`src/rtl/ext_decode_pkg.sv`:
```
/*
  Shared constants for the escape-prefixed instruction decoder.
  Assumes a single core clock and a core that fetches one byte per cycle.
*/
package ext_decode_pkg;

  // ---------------------------------------------------------------
  // Opcodes
  // ---------------------------------------------------------------
  localparam logic [7:0] OP_ESCAPE     = 8'ha5;
  localparam logic [7:0] OP_BREAK      = 8'h00;
  localparam logic [7:0] OP_ASR_M      = 8'h03;
  localparam logic [7:0] OP_CLR_M      = 8'he4;
  localparam logic [7:0] OP_MAC_AB     = 8'ha4;
  localparam logic [7:0] OP_CMP_R0     = 8'hb6;
  localparam logic [7:0] OP_CMP_R1     = 8'hb7;
  localparam logic [7:0] OP_EXTERNAL_DATA_MOVE_RD    = 8'he0;
  localparam logic [7:0] OP_EXTERNAL_DATA_MOVE_WR    = 8'hf0;
  localparam logic [7:0] OP_PUSH       = 8'hc0;
  localparam logic [7:0] OP_POP        = 8'hd0;
  localparam logic [7:0] OP_LCALL      = 8'h12;
  localparam logic [7:0] OP_RET        = 8'h22;
  localparam logic [7:0] OP_RETI       = 8'h32;
  localparam logic [7:0] OP_ACALL_MASK = 8'h1f;
  localparam logic [7:0] OP_ACALL_LOW  = 8'h11;
  localparam logic [7:0] OP_CMP_IND_LO = 8'hb6;
  localparam logic [7:0] OP_CMP_IND_HI = 8'hb7;

  // ---------------------------------------------------------------
  // Widths and field positions
  // ---------------------------------------------------------------
  localparam int          MAC_W        = 40;
  localparam int          MAC_SIGN_BIT = 39;
  localparam int          PROD_W       = 32;
  localparam int          OPND_W       = 16;
  localparam logic [39:0] MAC_RESET    = 40'h00_0000_0000;

  // ---------------------------------------------------------------
  // Cycle counts
  // ---------------------------------------------------------------
  localparam logic [3:0] CYC_BREAK      = 4'h2;
  localparam logic [3:0] CYC_ASR        = 4'h2;
  localparam logic [3:0] CYC_CLR        = 4'h2;
  localparam logic [3:0] CYC_MAC        = 4'h9;
  localparam logic [3:0] CYC_CMP        = 4'h4;
  localparam logic [3:0] CYC_EXTERNAL_DATA_MOVE_EXTRA_RAM  = 4'h2;
  localparam logic [3:0] CYC_EXTERNAL_DATA_MOVE_OTHER = 4'h4;
  localparam logic [3:0] CYC_EXTERNAL_DATA_MOVE_ALT_E = 4'h3;
  localparam logic [3:0] CYC_EXTERNAL_DATA_MOVE_ALT_O = 4'h5;
  localparam logic [3:0] CYC_PUSH       = 4'h2;
  localparam logic [3:0] CYC_PUSH_EXT   = 4'h3;
  localparam logic [3:0] CYC_ACALL      = 4'h3;
  localparam logic [3:0] CYC_ACALL_EXT  = 4'h5;
  localparam logic [3:0] CYC_LCALL      = 4'h4;
  localparam logic [3:0] CYC_LCALL_EXT  = 4'h6;
  localparam logic [3:0] CYC_RET        = 4'h4;
  localparam logic [3:0] CYC_RET_EXT    = 4'h5;
  localparam logic [3:0] CYC_CMP_IMM    = 4'h4;
  localparam logic [3:0] CYC_DEFAULT    = 4'h1;

  // ---------------------------------------------------------------
  // Lengths in bytes
  // ---------------------------------------------------------------
  localparam logic [2:0] LEN_ESC_CMP  = 3'h3;
  localparam logic [2:0] LEN_ESC_TWO  = 3'h2;
  localparam logic [2:0] LEN_CMP_IMM  = 3'h3;
  localparam logic [2:0] LEN_ONE      = 3'h1;
  localparam logic [2:0] LEN_TWO      = 3'h2;
  localparam logic [2:0] LEN_THREE    = 3'h3;

  // Data spaces reached by an external-data move.
  typedef enum logic [1:0] {
    SPACE_EXTRA_RAM = 2'h0,
    SPACE_FLASH     = 2'h1,
    SPACE_EXTERNAL  = 2'h2,
    SPACE_CODE      = 2'h3
  } space_t;

  // Extended operation selected by the byte after the escape.
  typedef enum logic [3:0] {
    XOP_NONE   = 4'h0,
    XOP_BREAK  = 4'h1,
    XOP_ASR    = 4'h2,
    XOP_CLR    = 4'h3,
    XOP_CMP    = 4'h4,
    XOP_EXTERNAL_DATA_MOVE   = 4'h5,
    XOP_MAC    = 4'h6,
    XOP_OTHER  = 4'h7
  } xop_t;

endpackage : ext_decode_pkg

```
`src/rtl/mac_accum.sv`:
```
/*
  Forty-bit multiply-accumulate register with shift and clear.
  Assumes the decoder raises at most one operation strobe per cycle.
*/
module mac_accum
  import ext_decode_pkg::*;
#(
  parameter int ACC_W = MAC_W
) (
  input  wire logic                     clk,       // Core clock.
  input  wire logic                     rst_n,     // Sync reset.
  input  wire logic                     ce,        // Clock enable.
  input  wire logic                     do_acc,    // Add product.
  input  wire logic                     do_asr,    // Shift right.
  input  wire logic                     do_clr,    // Clear to zero.
  input  wire logic signed [OPND_W-1:0] opnd_a,    // First operand.
  input  wire logic signed [OPND_W-1:0] opnd_b,    // Second operand.
  output logic             [ACC_W-1:0]  acc        // Register value.
);

  // ---------------------------------------------------------------
  // Next value
  // ---------------------------------------------------------------
  logic               [ACC_W-1:0]  next_acc;
  logic signed        [PROD_W-1:0] product;

  always_comb begin
    product  = opnd_a * opnd_b;
    next_acc = acc;
    if (do_clr) begin
      next_acc = MAC_RESET;
    end else if (do_asr) begin
      next_acc = {acc[ACC_W-1], acc[ACC_W-1:1]};
    end else if (do_acc) begin
      next_acc = acc + {{(ACC_W-PROD_W){product[PROD_W-1]}},
                        product};
    end
  end

  always_ff @(posedge clk) begin
    if (!rst_n) begin
      acc <= MAC_RESET;
    end else if (ce) begin
      acc <= next_acc;
    end
  end

endmodule : mac_accum

```
`src/rtl/ext_decode.sv`:
```
/*
  Decoder and cycle timer for escape-prefixed extended instructions,
  external-data moves, stack instructions and compare-branches.
  Assumes the core presents one fetched byte per cycle on fetch_byte
  with fetch_valid, and supplies operands, flags and data-space target.
*/
// Function
// - Escape byte A5 prefixes every extension; next byte picks operation.
// - Arithmetic shift right of 40-bit register keeps bit 39, no flags.
// - Break with debug enabled enters debug handler, PC at next.
// - Break with debug disabled is a two-byte two-cycle no-op.
// - Extended compare branches when A differs from @Ri; PC-relative target.
// - Carry set when A unsigned below @Ri; operands untouched.
// - Clear of 40-bit register zeroes it in two cycles, no flags.
// - Pointer move: two cycles to extra RAM, four elsewhere.
// - Alternate-pointer move: three cycles extra RAM, five elsewhere.
// - Stack instructions take longer count when extended stack used.
// - Indirect compare with immediate is three bytes, four cycles.
// - Alternate pointer is the one the select bit does not choose.
// - The 40-bit register accumulates signed 16x16 product.
module ext_decode
  import ext_decode_pkg::*;
(
  input  wire logic        clk,            // Core clock, 20 MHz.
  input  wire logic        rst_n,          // Sync reset, active low.
  input  wire logic        ce,             // Clock enable.
  input  wire logic        fetch_valid,    // Fetch byte present.
  input  wire logic [7:0]  fetch_byte,     // Fetched byte.
  input  wire logic [15:0] pc_in,          // Address of opcode byte.
  input  wire logic        debug_enable,   // On-chip debug allowed.
  input  wire logic        ext_stack,      // Extended stack in use.
  input  wire logic        pointer_select, // Pointer select bit.
  input  wire logic [15:0] data_pointer0,  // Data pointer 0.
  input  wire logic [15:0] data_pointer1,  // Data pointer 1.
  input  wire logic [1:0]  external_data_move_space,     // Target space of move.
  input  wire logic [7:0]  acc_in,         // Accumulator.
  input  wire logic [7:0]  ind_ram,        // Byte at @Ri.
  input  wire logic [7:0]  acc_x,          // High operand byte A.
  input  wire logic [7:0]  b_in,           // B register.
  input  wire logic [7:0]  b_x,            // High operand byte B.
  input  wire logic        carry_in,       // Current carry.
  output logic             busy,           // Instruction executing.
  output logic             done,           // Last cycle pulse.
  output logic [3:0]       cycles,         // Cycle count of instr.
  output logic [2:0]       length,         // Length in bytes.
  output logic             branch,         // Branch taken pulse.
  output logic [15:0]      branch_target,  // Branch address.
  output logic             carry_out,      // Carry after instr.
  output logic             debug_enter,    // Debug handler entry.
  output logic [15:0]      debug_pc,       // Resume address.
  output logic [15:0]      external_data_move_addr,      // External move address.
  output logic [39:0]      mac_value       // Multiply-accumulate.
);

  // ---------------------------------------------------------------
  // Helpers
  // ---------------------------------------------------------------
  function automatic logic [3:0] pick(input logic sel,
                                      input logic [3:0] lo,
                                      input logic [3:0] hi);
    pick = sel ? hi : lo;
  endfunction : pick

  function automatic logic is_acall(input logic [7:0] op);
    is_acall = (op & OP_ACALL_MASK) == OP_ACALL_LOW;
  endfunction : is_acall

  // ---------------------------------------------------------------
  // State machine
  // ---------------------------------------------------------------
  typedef enum logic [4:0] {
    ST_OPCODE = 5'b00001,
    ST_EXTOP  = 5'b00010,
    ST_OPND   = 5'b00100,
    ST_EXEC   = 5'b01000,
    ST_DONE   = 5'b10000
  } state_t;

  state_t     state;
  state_t     next_state;
  xop_t       xop;
  xop_t       next_xop;
  logic [3:0] count;
  logic [3:0] next_count;
  logic [1:0] need;
  logic [1:0] next_need;
  logic [15:0] base_pc;
  logic [15:0] next_base_pc;
  logic        escaped;
  logic        next_escaped;
  logic        next_busy;
  logic        next_done;
  logic [3:0]  next_cycles;
  logic [2:0]  next_length;
  logic        next_branch;
  logic [15:0] next_branch_target;
  logic        next_carry_out;
  logic        next_debug_enter;
  logic [15:0] next_debug_pc;
  logic [15:0] next_external_data_move_addr;
  logic        mac_acc;
  logic        mac_asr;
  logic        mac_clr;
  logic [15:0] alt_ptr;
  logic [15:0] cur_ptr;
  logic        other_space;

  always_comb begin
    alt_ptr     = pointer_select ? data_pointer0 : data_pointer1;
    cur_ptr     = pointer_select ? data_pointer1 : data_pointer0;
    other_space = external_data_move_space != SPACE_EXTRA_RAM;
  end

  always_comb begin
    next_state         = state;
    next_xop           = xop;
    next_count         = count;
    next_need          = need;
    next_base_pc       = base_pc;
    next_escaped       = escaped;
    next_busy          = busy;
    next_done          = 1'b0;
    next_cycles        = cycles;
    next_length        = length;
    next_branch        = 1'b0;
    next_branch_target = branch_target;
    next_carry_out     = carry_out;
    next_debug_enter   = 1'b0;
    next_debug_pc      = debug_pc;
    next_external_data_move_addr     = external_data_move_addr;
    mac_acc            = 1'b0;
    mac_asr            = 1'b0;
    mac_clr            = 1'b0;
    unique case (state)
      ST_OPCODE: begin
        if (fetch_valid) begin
          next_base_pc = pc_in;
          next_busy    = 1'b1;
          next_escaped = 1'b0;
          next_xop     = XOP_NONE;
          next_need    = 2'd0;
          next_state   = ST_EXEC;
          next_length  = LEN_ONE;
          next_cycles  = CYC_DEFAULT;
          if (fetch_byte == OP_ESCAPE) begin
            next_escaped = 1'b1;
            next_state   = ST_EXTOP;
          end else if (fetch_byte == OP_EXTERNAL_DATA_MOVE_RD ||
                       fetch_byte == OP_EXTERNAL_DATA_MOVE_WR) begin
            next_cycles    = pick(other_space, CYC_EXTERNAL_DATA_MOVE_EXTRA_RAM,
                                  CYC_EXTERNAL_DATA_MOVE_OTHER);
            next_external_data_move_addr = cur_ptr;
          end else if (fetch_byte == OP_PUSH ||
                       fetch_byte == OP_POP) begin
            next_length = LEN_TWO;
            next_cycles = pick(ext_stack, CYC_PUSH,
                               CYC_PUSH_EXT);
          end else if (is_acall(fetch_byte)) begin
            next_length = LEN_TWO;
            next_cycles = pick(ext_stack, CYC_ACALL,
                               CYC_ACALL_EXT);
          end else if (fetch_byte == OP_LCALL) begin
            next_length = LEN_THREE;
            next_cycles = pick(ext_stack, CYC_LCALL,
                               CYC_LCALL_EXT);
          end else if (fetch_byte == OP_RET ||
                       fetch_byte == OP_RETI) begin
            next_cycles = pick(ext_stack, CYC_RET,
                               CYC_RET_EXT);
          end else if (fetch_byte == OP_CMP_IND_LO ||
                       fetch_byte == OP_CMP_IND_HI) begin
            next_length = LEN_CMP_IMM;
            next_cycles = CYC_CMP_IMM;
          end
          next_count = next_cycles;
        end
      end
      ST_EXTOP: begin
        if (fetch_valid) begin
          next_state  = ST_EXEC;
          next_length = LEN_ESC_TWO;
          unique case (fetch_byte)
            OP_BREAK: begin
              next_xop    = XOP_BREAK;
              next_cycles = CYC_BREAK;
            end
            OP_ASR_M: begin
              next_xop    = XOP_ASR;
              next_cycles = CYC_ASR;
            end
            OP_CLR_M: begin
              next_xop    = XOP_CLR;
              next_cycles = CYC_CLR;
            end
            OP_MAC_AB: begin
              next_xop    = XOP_MAC;
              next_cycles = CYC_MAC;
            end
            OP_CMP_R0, OP_CMP_R1: begin
              next_xop    = XOP_CMP;
              next_length = LEN_ESC_CMP;
              next_cycles = CYC_CMP;
              next_need   = 2'd1;
              next_state  = ST_OPND;
            end
            OP_EXTERNAL_DATA_MOVE_RD, OP_EXTERNAL_DATA_MOVE_WR: begin
              next_xop       = XOP_EXTERNAL_DATA_MOVE;
              next_cycles    = pick(other_space, CYC_EXTERNAL_DATA_MOVE_ALT_E,
                                    CYC_EXTERNAL_DATA_MOVE_ALT_O);
              next_external_data_move_addr = alt_ptr;
            end
            default: begin
              next_xop    = XOP_OTHER;
              next_cycles = CYC_DEFAULT + 4'h1;
            end
          endcase
          // The escape byte's own cycle is already spent.
          next_count = next_cycles - 4'h1;
        end
      end
      ST_OPND: begin
        if (fetch_valid) begin
          // Last byte is the signed displacement from the next PC.
          next_branch_target = base_pc + 16'(length)
                             + {{8{fetch_byte[7]}}, fetch_byte};
          next_count = count - 4'h1;
          next_state = ST_EXEC;
        end
      end
      ST_EXEC: begin
        if (count <= 4'h1) begin
          next_state = ST_DONE;
          unique case (xop)
            XOP_ASR:  mac_asr = 1'b1;
            XOP_CLR:  mac_clr = 1'b1;
            XOP_MAC:  mac_acc = 1'b1;
            XOP_BREAK: begin
              next_debug_enter = debug_enable;
              next_debug_pc    = base_pc + 16'(length);
            end
            XOP_CMP: begin
              next_branch    = acc_in != ind_ram;
              next_carry_out = acc_in < ind_ram;
            end
            default: next_carry_out = carry_in;
          endcase
          if (xop != XOP_CMP) begin
            next_carry_out = carry_in;
          end
        end else begin
          next_count = count - 4'h1;
        end
      end
      ST_DONE: begin
        next_done  = 1'b1;
        next_busy  = 1'b0;
        next_state = ST_OPCODE;
      end
      default: next_state = ST_OPCODE;
    endcase
  end

  always_ff @(posedge clk) begin
    if (!rst_n) begin
      state         <= ST_OPCODE;
      xop           <= XOP_NONE;
      count         <= 4'h0;
      need          <= 2'd0;
      base_pc       <= 16'h0000;
      escaped       <= 1'b0;
      busy          <= 1'b0;
      done          <= 1'b0;
      cycles        <= 4'h0;
      length        <= 3'h0;
      branch        <= 1'b0;
      branch_target <= 16'h0000;
      carry_out     <= 1'b0;
      debug_enter   <= 1'b0;
      debug_pc      <= 16'h0000;
      external_data_move_addr     <= 16'h0000;
    end else if (ce) begin
      state         <= next_state;
      xop           <= next_xop;
      count         <= next_count;
      need          <= next_need;
      base_pc       <= next_base_pc;
      escaped       <= next_escaped;
      busy          <= next_busy;
      done          <= next_done;
      cycles        <= next_cycles;
      length        <= next_length;
      branch        <= next_branch;
      branch_target <= next_branch_target;
      carry_out     <= next_carry_out;
      debug_enter   <= next_debug_enter;
      debug_pc      <= next_debug_pc;
      external_data_move_addr     <= next_external_data_move_addr;
    end
  end

  // ---------------------------------------------------------------
  // Multiply-accumulate register
  // ---------------------------------------------------------------
  mac_accum #(
    .ACC_W (MAC_W)
  ) u_mac (
    .clk    (clk),
    .rst_n  (rst_n),
    .ce     (ce),
    .do_acc (mac_acc),
    .do_asr (mac_asr),
    .do_clr (mac_clr),
    .opnd_a ({acc_x, acc_in}),
    .opnd_b ({b_x, b_in}),
    .acc    (mac_value)
  );

endmodule : ext_decode

```
`config.mk`:
```
export PLATFORM = sky130hd
export DESIGN_NAME = ext_decode
export DESIGN_NICKNAME = d
export VERILOG_FILES = /design/src/rtl/ext_decode_pkg.sv /design/src/rtl/mac_accum.sv /design/src/rtl/ext_decode.sv
export SDC_FILE = /design/constraint.sdc
export NUM_CORES = 1
export LEC_CHECK = 0
export BUFFER_PORTS_ARGS = -buffer_cell sky130_fd_sc_hd__buf_2
export CAP_MARGIN = 20
export CORE_MARGIN = 2
export CORE_UTILIZATION = 50
export DETAILED_ROUTE_END_ITERATION = 7
export HOLD_SLACK_MARGIN = 0.15
export PLACE_DENSITY = 0.7
export REMOVE_ABC_BUFFERS = 1
export SETUP_SLACK_MARGIN = 0.02
export SYNTH_ARGS = -nofsm -noshare
export SYNTH_HDL_FRONTEND = slang
export SYNTH_HIERARCHICAL = 1
export SYNTH_SLANG_ARGS = --single-unit
```
`constraint.sdc`:
```
create_clock -name clk -period 11.4 [get_ports clk]
set_input_delay 2.85 -clock clk [delete_from_list [all_inputs] [get_ports clk]]
set_output_delay 2.85 -clock clk [all_outputs]
set_load 0.1 [all_outputs]
```
==> flow_metrics.tcl <==
set metrics [dict create \
    status "complete, no violations" \
    syn_inst 2199 \
    worstPathRequired_ns 11.72 \
    max_freq_mhz 93.68 \
    area_growth_pct 10.53 \
    cts_setup_buffers 0 \
    die-height_um 197.7 \
    finalCritPeriodShare_pct 93.63 \
    top_usage_layer "met2" \
    antenna_found_initial 0 \
    h-tree-depth 4 \
    synth_common_cells "inv_1 (314), nand2_1 (312), fa_1 (265)" \
    clkLatencyLatePin_ns 0.43 \
    maxSlewViolCount 0 \
    drtIter0Drc 892 \
    cp_common_cell "fa_1" \
    finalWeightedCongestion 0.8736 \
    grt_max_degree 64 \
    synth_edf_count 0 \
    dr.pass1.iters 5 \
    ys_seq_elements 127 \
    coreArea_sq_um 36790 \
    cpLargestDelayFamily "adder cells" \
    synth_top_area_share_pct 28.27 \
    setup_tns_ns 0 \
    arrival_ns 10.99 \
    postCtsResizedCells 0 \
    max_stage_delay_ns 0.93 \
    synth-seq-area-share_pct 13.55 \
    ctsRootBufferMaster "clkbuf_16" \
    numClockSinks 127 \
    grt_overflow 0 \
    hpwl_um 39370 \
    setup_violations 0 \
    die_area_sq_um 39100 \
    synth.most_common_cell "inv_1" \
    clock_skew_ns 0.01154 \
    seq_area_sq_um 2542 \
    multi_input_area_sq_um 14690 \
    nNetsFinal 2876 \
    worstMarginPinSlew_ns 1.026 \
    worstSetupPathType "input port to register" \
    met1_usage_pct 33.90 \
    fin_crit_ns 10.67 \
    start_kind "input port" \
    setup.worst_path.end_class "register" \
    ys.flop_type "dfxtp_1" \
    io_pins 206 \
    num_rows 70 \
    placement.io_buffers 204 \
    numCtsBuffers 17 \
    slew_headroom_pct 31.21 \
    hold_buffers 0 \
    drv_cap 0 \
    hold_path_class "register to register" \
    gr-usage-met3_pct 3.883 \
    synth_area_leaders "fa_1 (28%), dfxtp_1 (14%), ha_1 (10%), inv_1 (6.3%), nand2_1 (6.2%)" \
    synth_area_sq_um 18770 \
    ys_async_sr_fraction_pct 0 \
    tritoncts "built" \
    rsz0062_at_grt "no" \
    post_drt_wl_per_cell_um 16.93 \
    die_w_um 197.7 \
    avgSynthCellArea_sq_um 8.534 \
    clkSlewWorstSetupHoldPaths_ns 0.06 \
    fillCellCount 3395 \
    hold_viol 0 \
    via_per_inst 5.507 \
    grt.total_usage_pct 25.42 \
    initial_core_util_pct 51.01 \
    path_buf_inv 4 \
    routed_wl_um 48000 \
    grt_pass1_vias 15800 \
    synth_cell_types 92 \
    drc_errors 0 \
    critPathMaxFanout 16 \
    use_met2_pct 43.23 \
    grt_pass1_wl_um 80020 \
    slowest_stage "fa_1" \
    vias 15610 \
    clock_path_buffers 2 \
    reg2reg_slack_ns 7.42 \
    yosys_warnings 6 \
    final_layout_size_suffix_gt1_share_pct 13.31 \
    final_antenna_net_count 0 \
    synth_top_area_cell "fa_1" \
    num_antenna_cells 0 \
]
[per-stage QoR]
step | cell area (sq um) | cells | setup slack, ns | hold WS, ns | utilization [%]
after floorplan | 18390 | 2114 | 1.184 | 0.4400 | -
after global placement | 20140 | 2802 | 0.4553 | 0.4367 | 54.74
after detailed placement | 20140 | 2803 | 0.3234 | 0.4413 | 54.76
after CTS | 20740 | 2835 | 0.7561 | 0.4499 | 56.38
after global routing | 20740 | 2835 | 0.1764 | 0.4722 | 56.38
final | 20740 | 2835 | 0.7259 | 0.4477 | 56.38
[cells by family (layout without fill, tap and decap cells)]
| kind of cell | after synthesis | count (layout) | synth area share, % |
|---|---|---|---|
| and+or+nand+nor | 704 | 704 | 18.50 |
| DFF | 127 | 127 | 13.55 |
| AOI/OAI and AO/OA | 434 | 434 | 15.58 |
| xor gates and xnor gates | 94 | 94 | 4.427 |
| other | 1 | 1 | 0.01998 |
| adders and majority gates | 416 | 416 | 38.34 |
| muxes | 24 | 24 | 1.287 |
| buffers and inverters | 399 | 567 | 8.301 |
[routing by layer]
metal  up-vias  share of wire [%]  wire length, um
li1       7485                  -                -
met3        66                5.4             2610
met4         0                2.0              947
met5         -                  0                0
met1      7681                 44            21020
met2       380                 49            23420
[area by class of cell]
cell class                 count  area share [%]
inverter                     314           5.683
sequential                   127           12.26
tap                          468           2.823
multi-input combinational   1673           70.82
clock inverter                14          0.8084
timing repair buffer         221           5.538
clock buffer                  18           2.069
[worst reg2reg max path, stage by stage, from the launching register on]
cell      delay [ns]
dfxtp_1         0.45
nor3_4          0.31
nand2_1         0.10
nor4_2          0.25
nand2_1         0.16
nor2_1          0.73
o31ai_4         0.13
buf_4           0.34
nor3_1          0.22
buf_4           0.21
nand2_1         0.44
nor3b_1         0.35
mux2i_1         0.11
o211ai_1        0.09
[final timing paths]
check	from	to	cells past startpoint
min reg2reg	debug_pc[0]	debug_pc[0]	2
max reg2reg	state[0]	u_mac/acc[36]	13
min	debug_pc[0]	debug_pc[0]	2
max	acc_x[7]	u_mac/acc[37]	29
[cell usage in the layout, fill, tap and decap left out, types with 30 or more instances in the layout]
| cell | n |
|---|---|
| inv_1 | 313 |
| nand2_1 | 312 |
| fa_1 | 265 |
| buf_2 | 204 |
| ha_1 | 151 |
| and2_1 | 132 |
| a21oi_1 | 130 |
| dfxtp_1 | 127 |
| nor2_1 | 86 |
| o21ai_0 | 69 |
| xnor2_1 | 61 |
| a21o_1 | 47 |
| xor2_1 | 32 |
| nor2b_1 | 30 |
[flip-flops by register name, indices dropped and copies added (netlist names)]
register,flops
branch_target,16
carry_out,1
xop,3
branch,1
cycles,4
debug_pc,16
u_mac/acc,40
done,1
count,4
state,5
debug_enter,1
base_pc,16
busy,1
length,2
external_data_move_addr,16
Power is not shown: default switching activity piles up to over one toggle a cycle in this logic, so the estimate is an artifact.
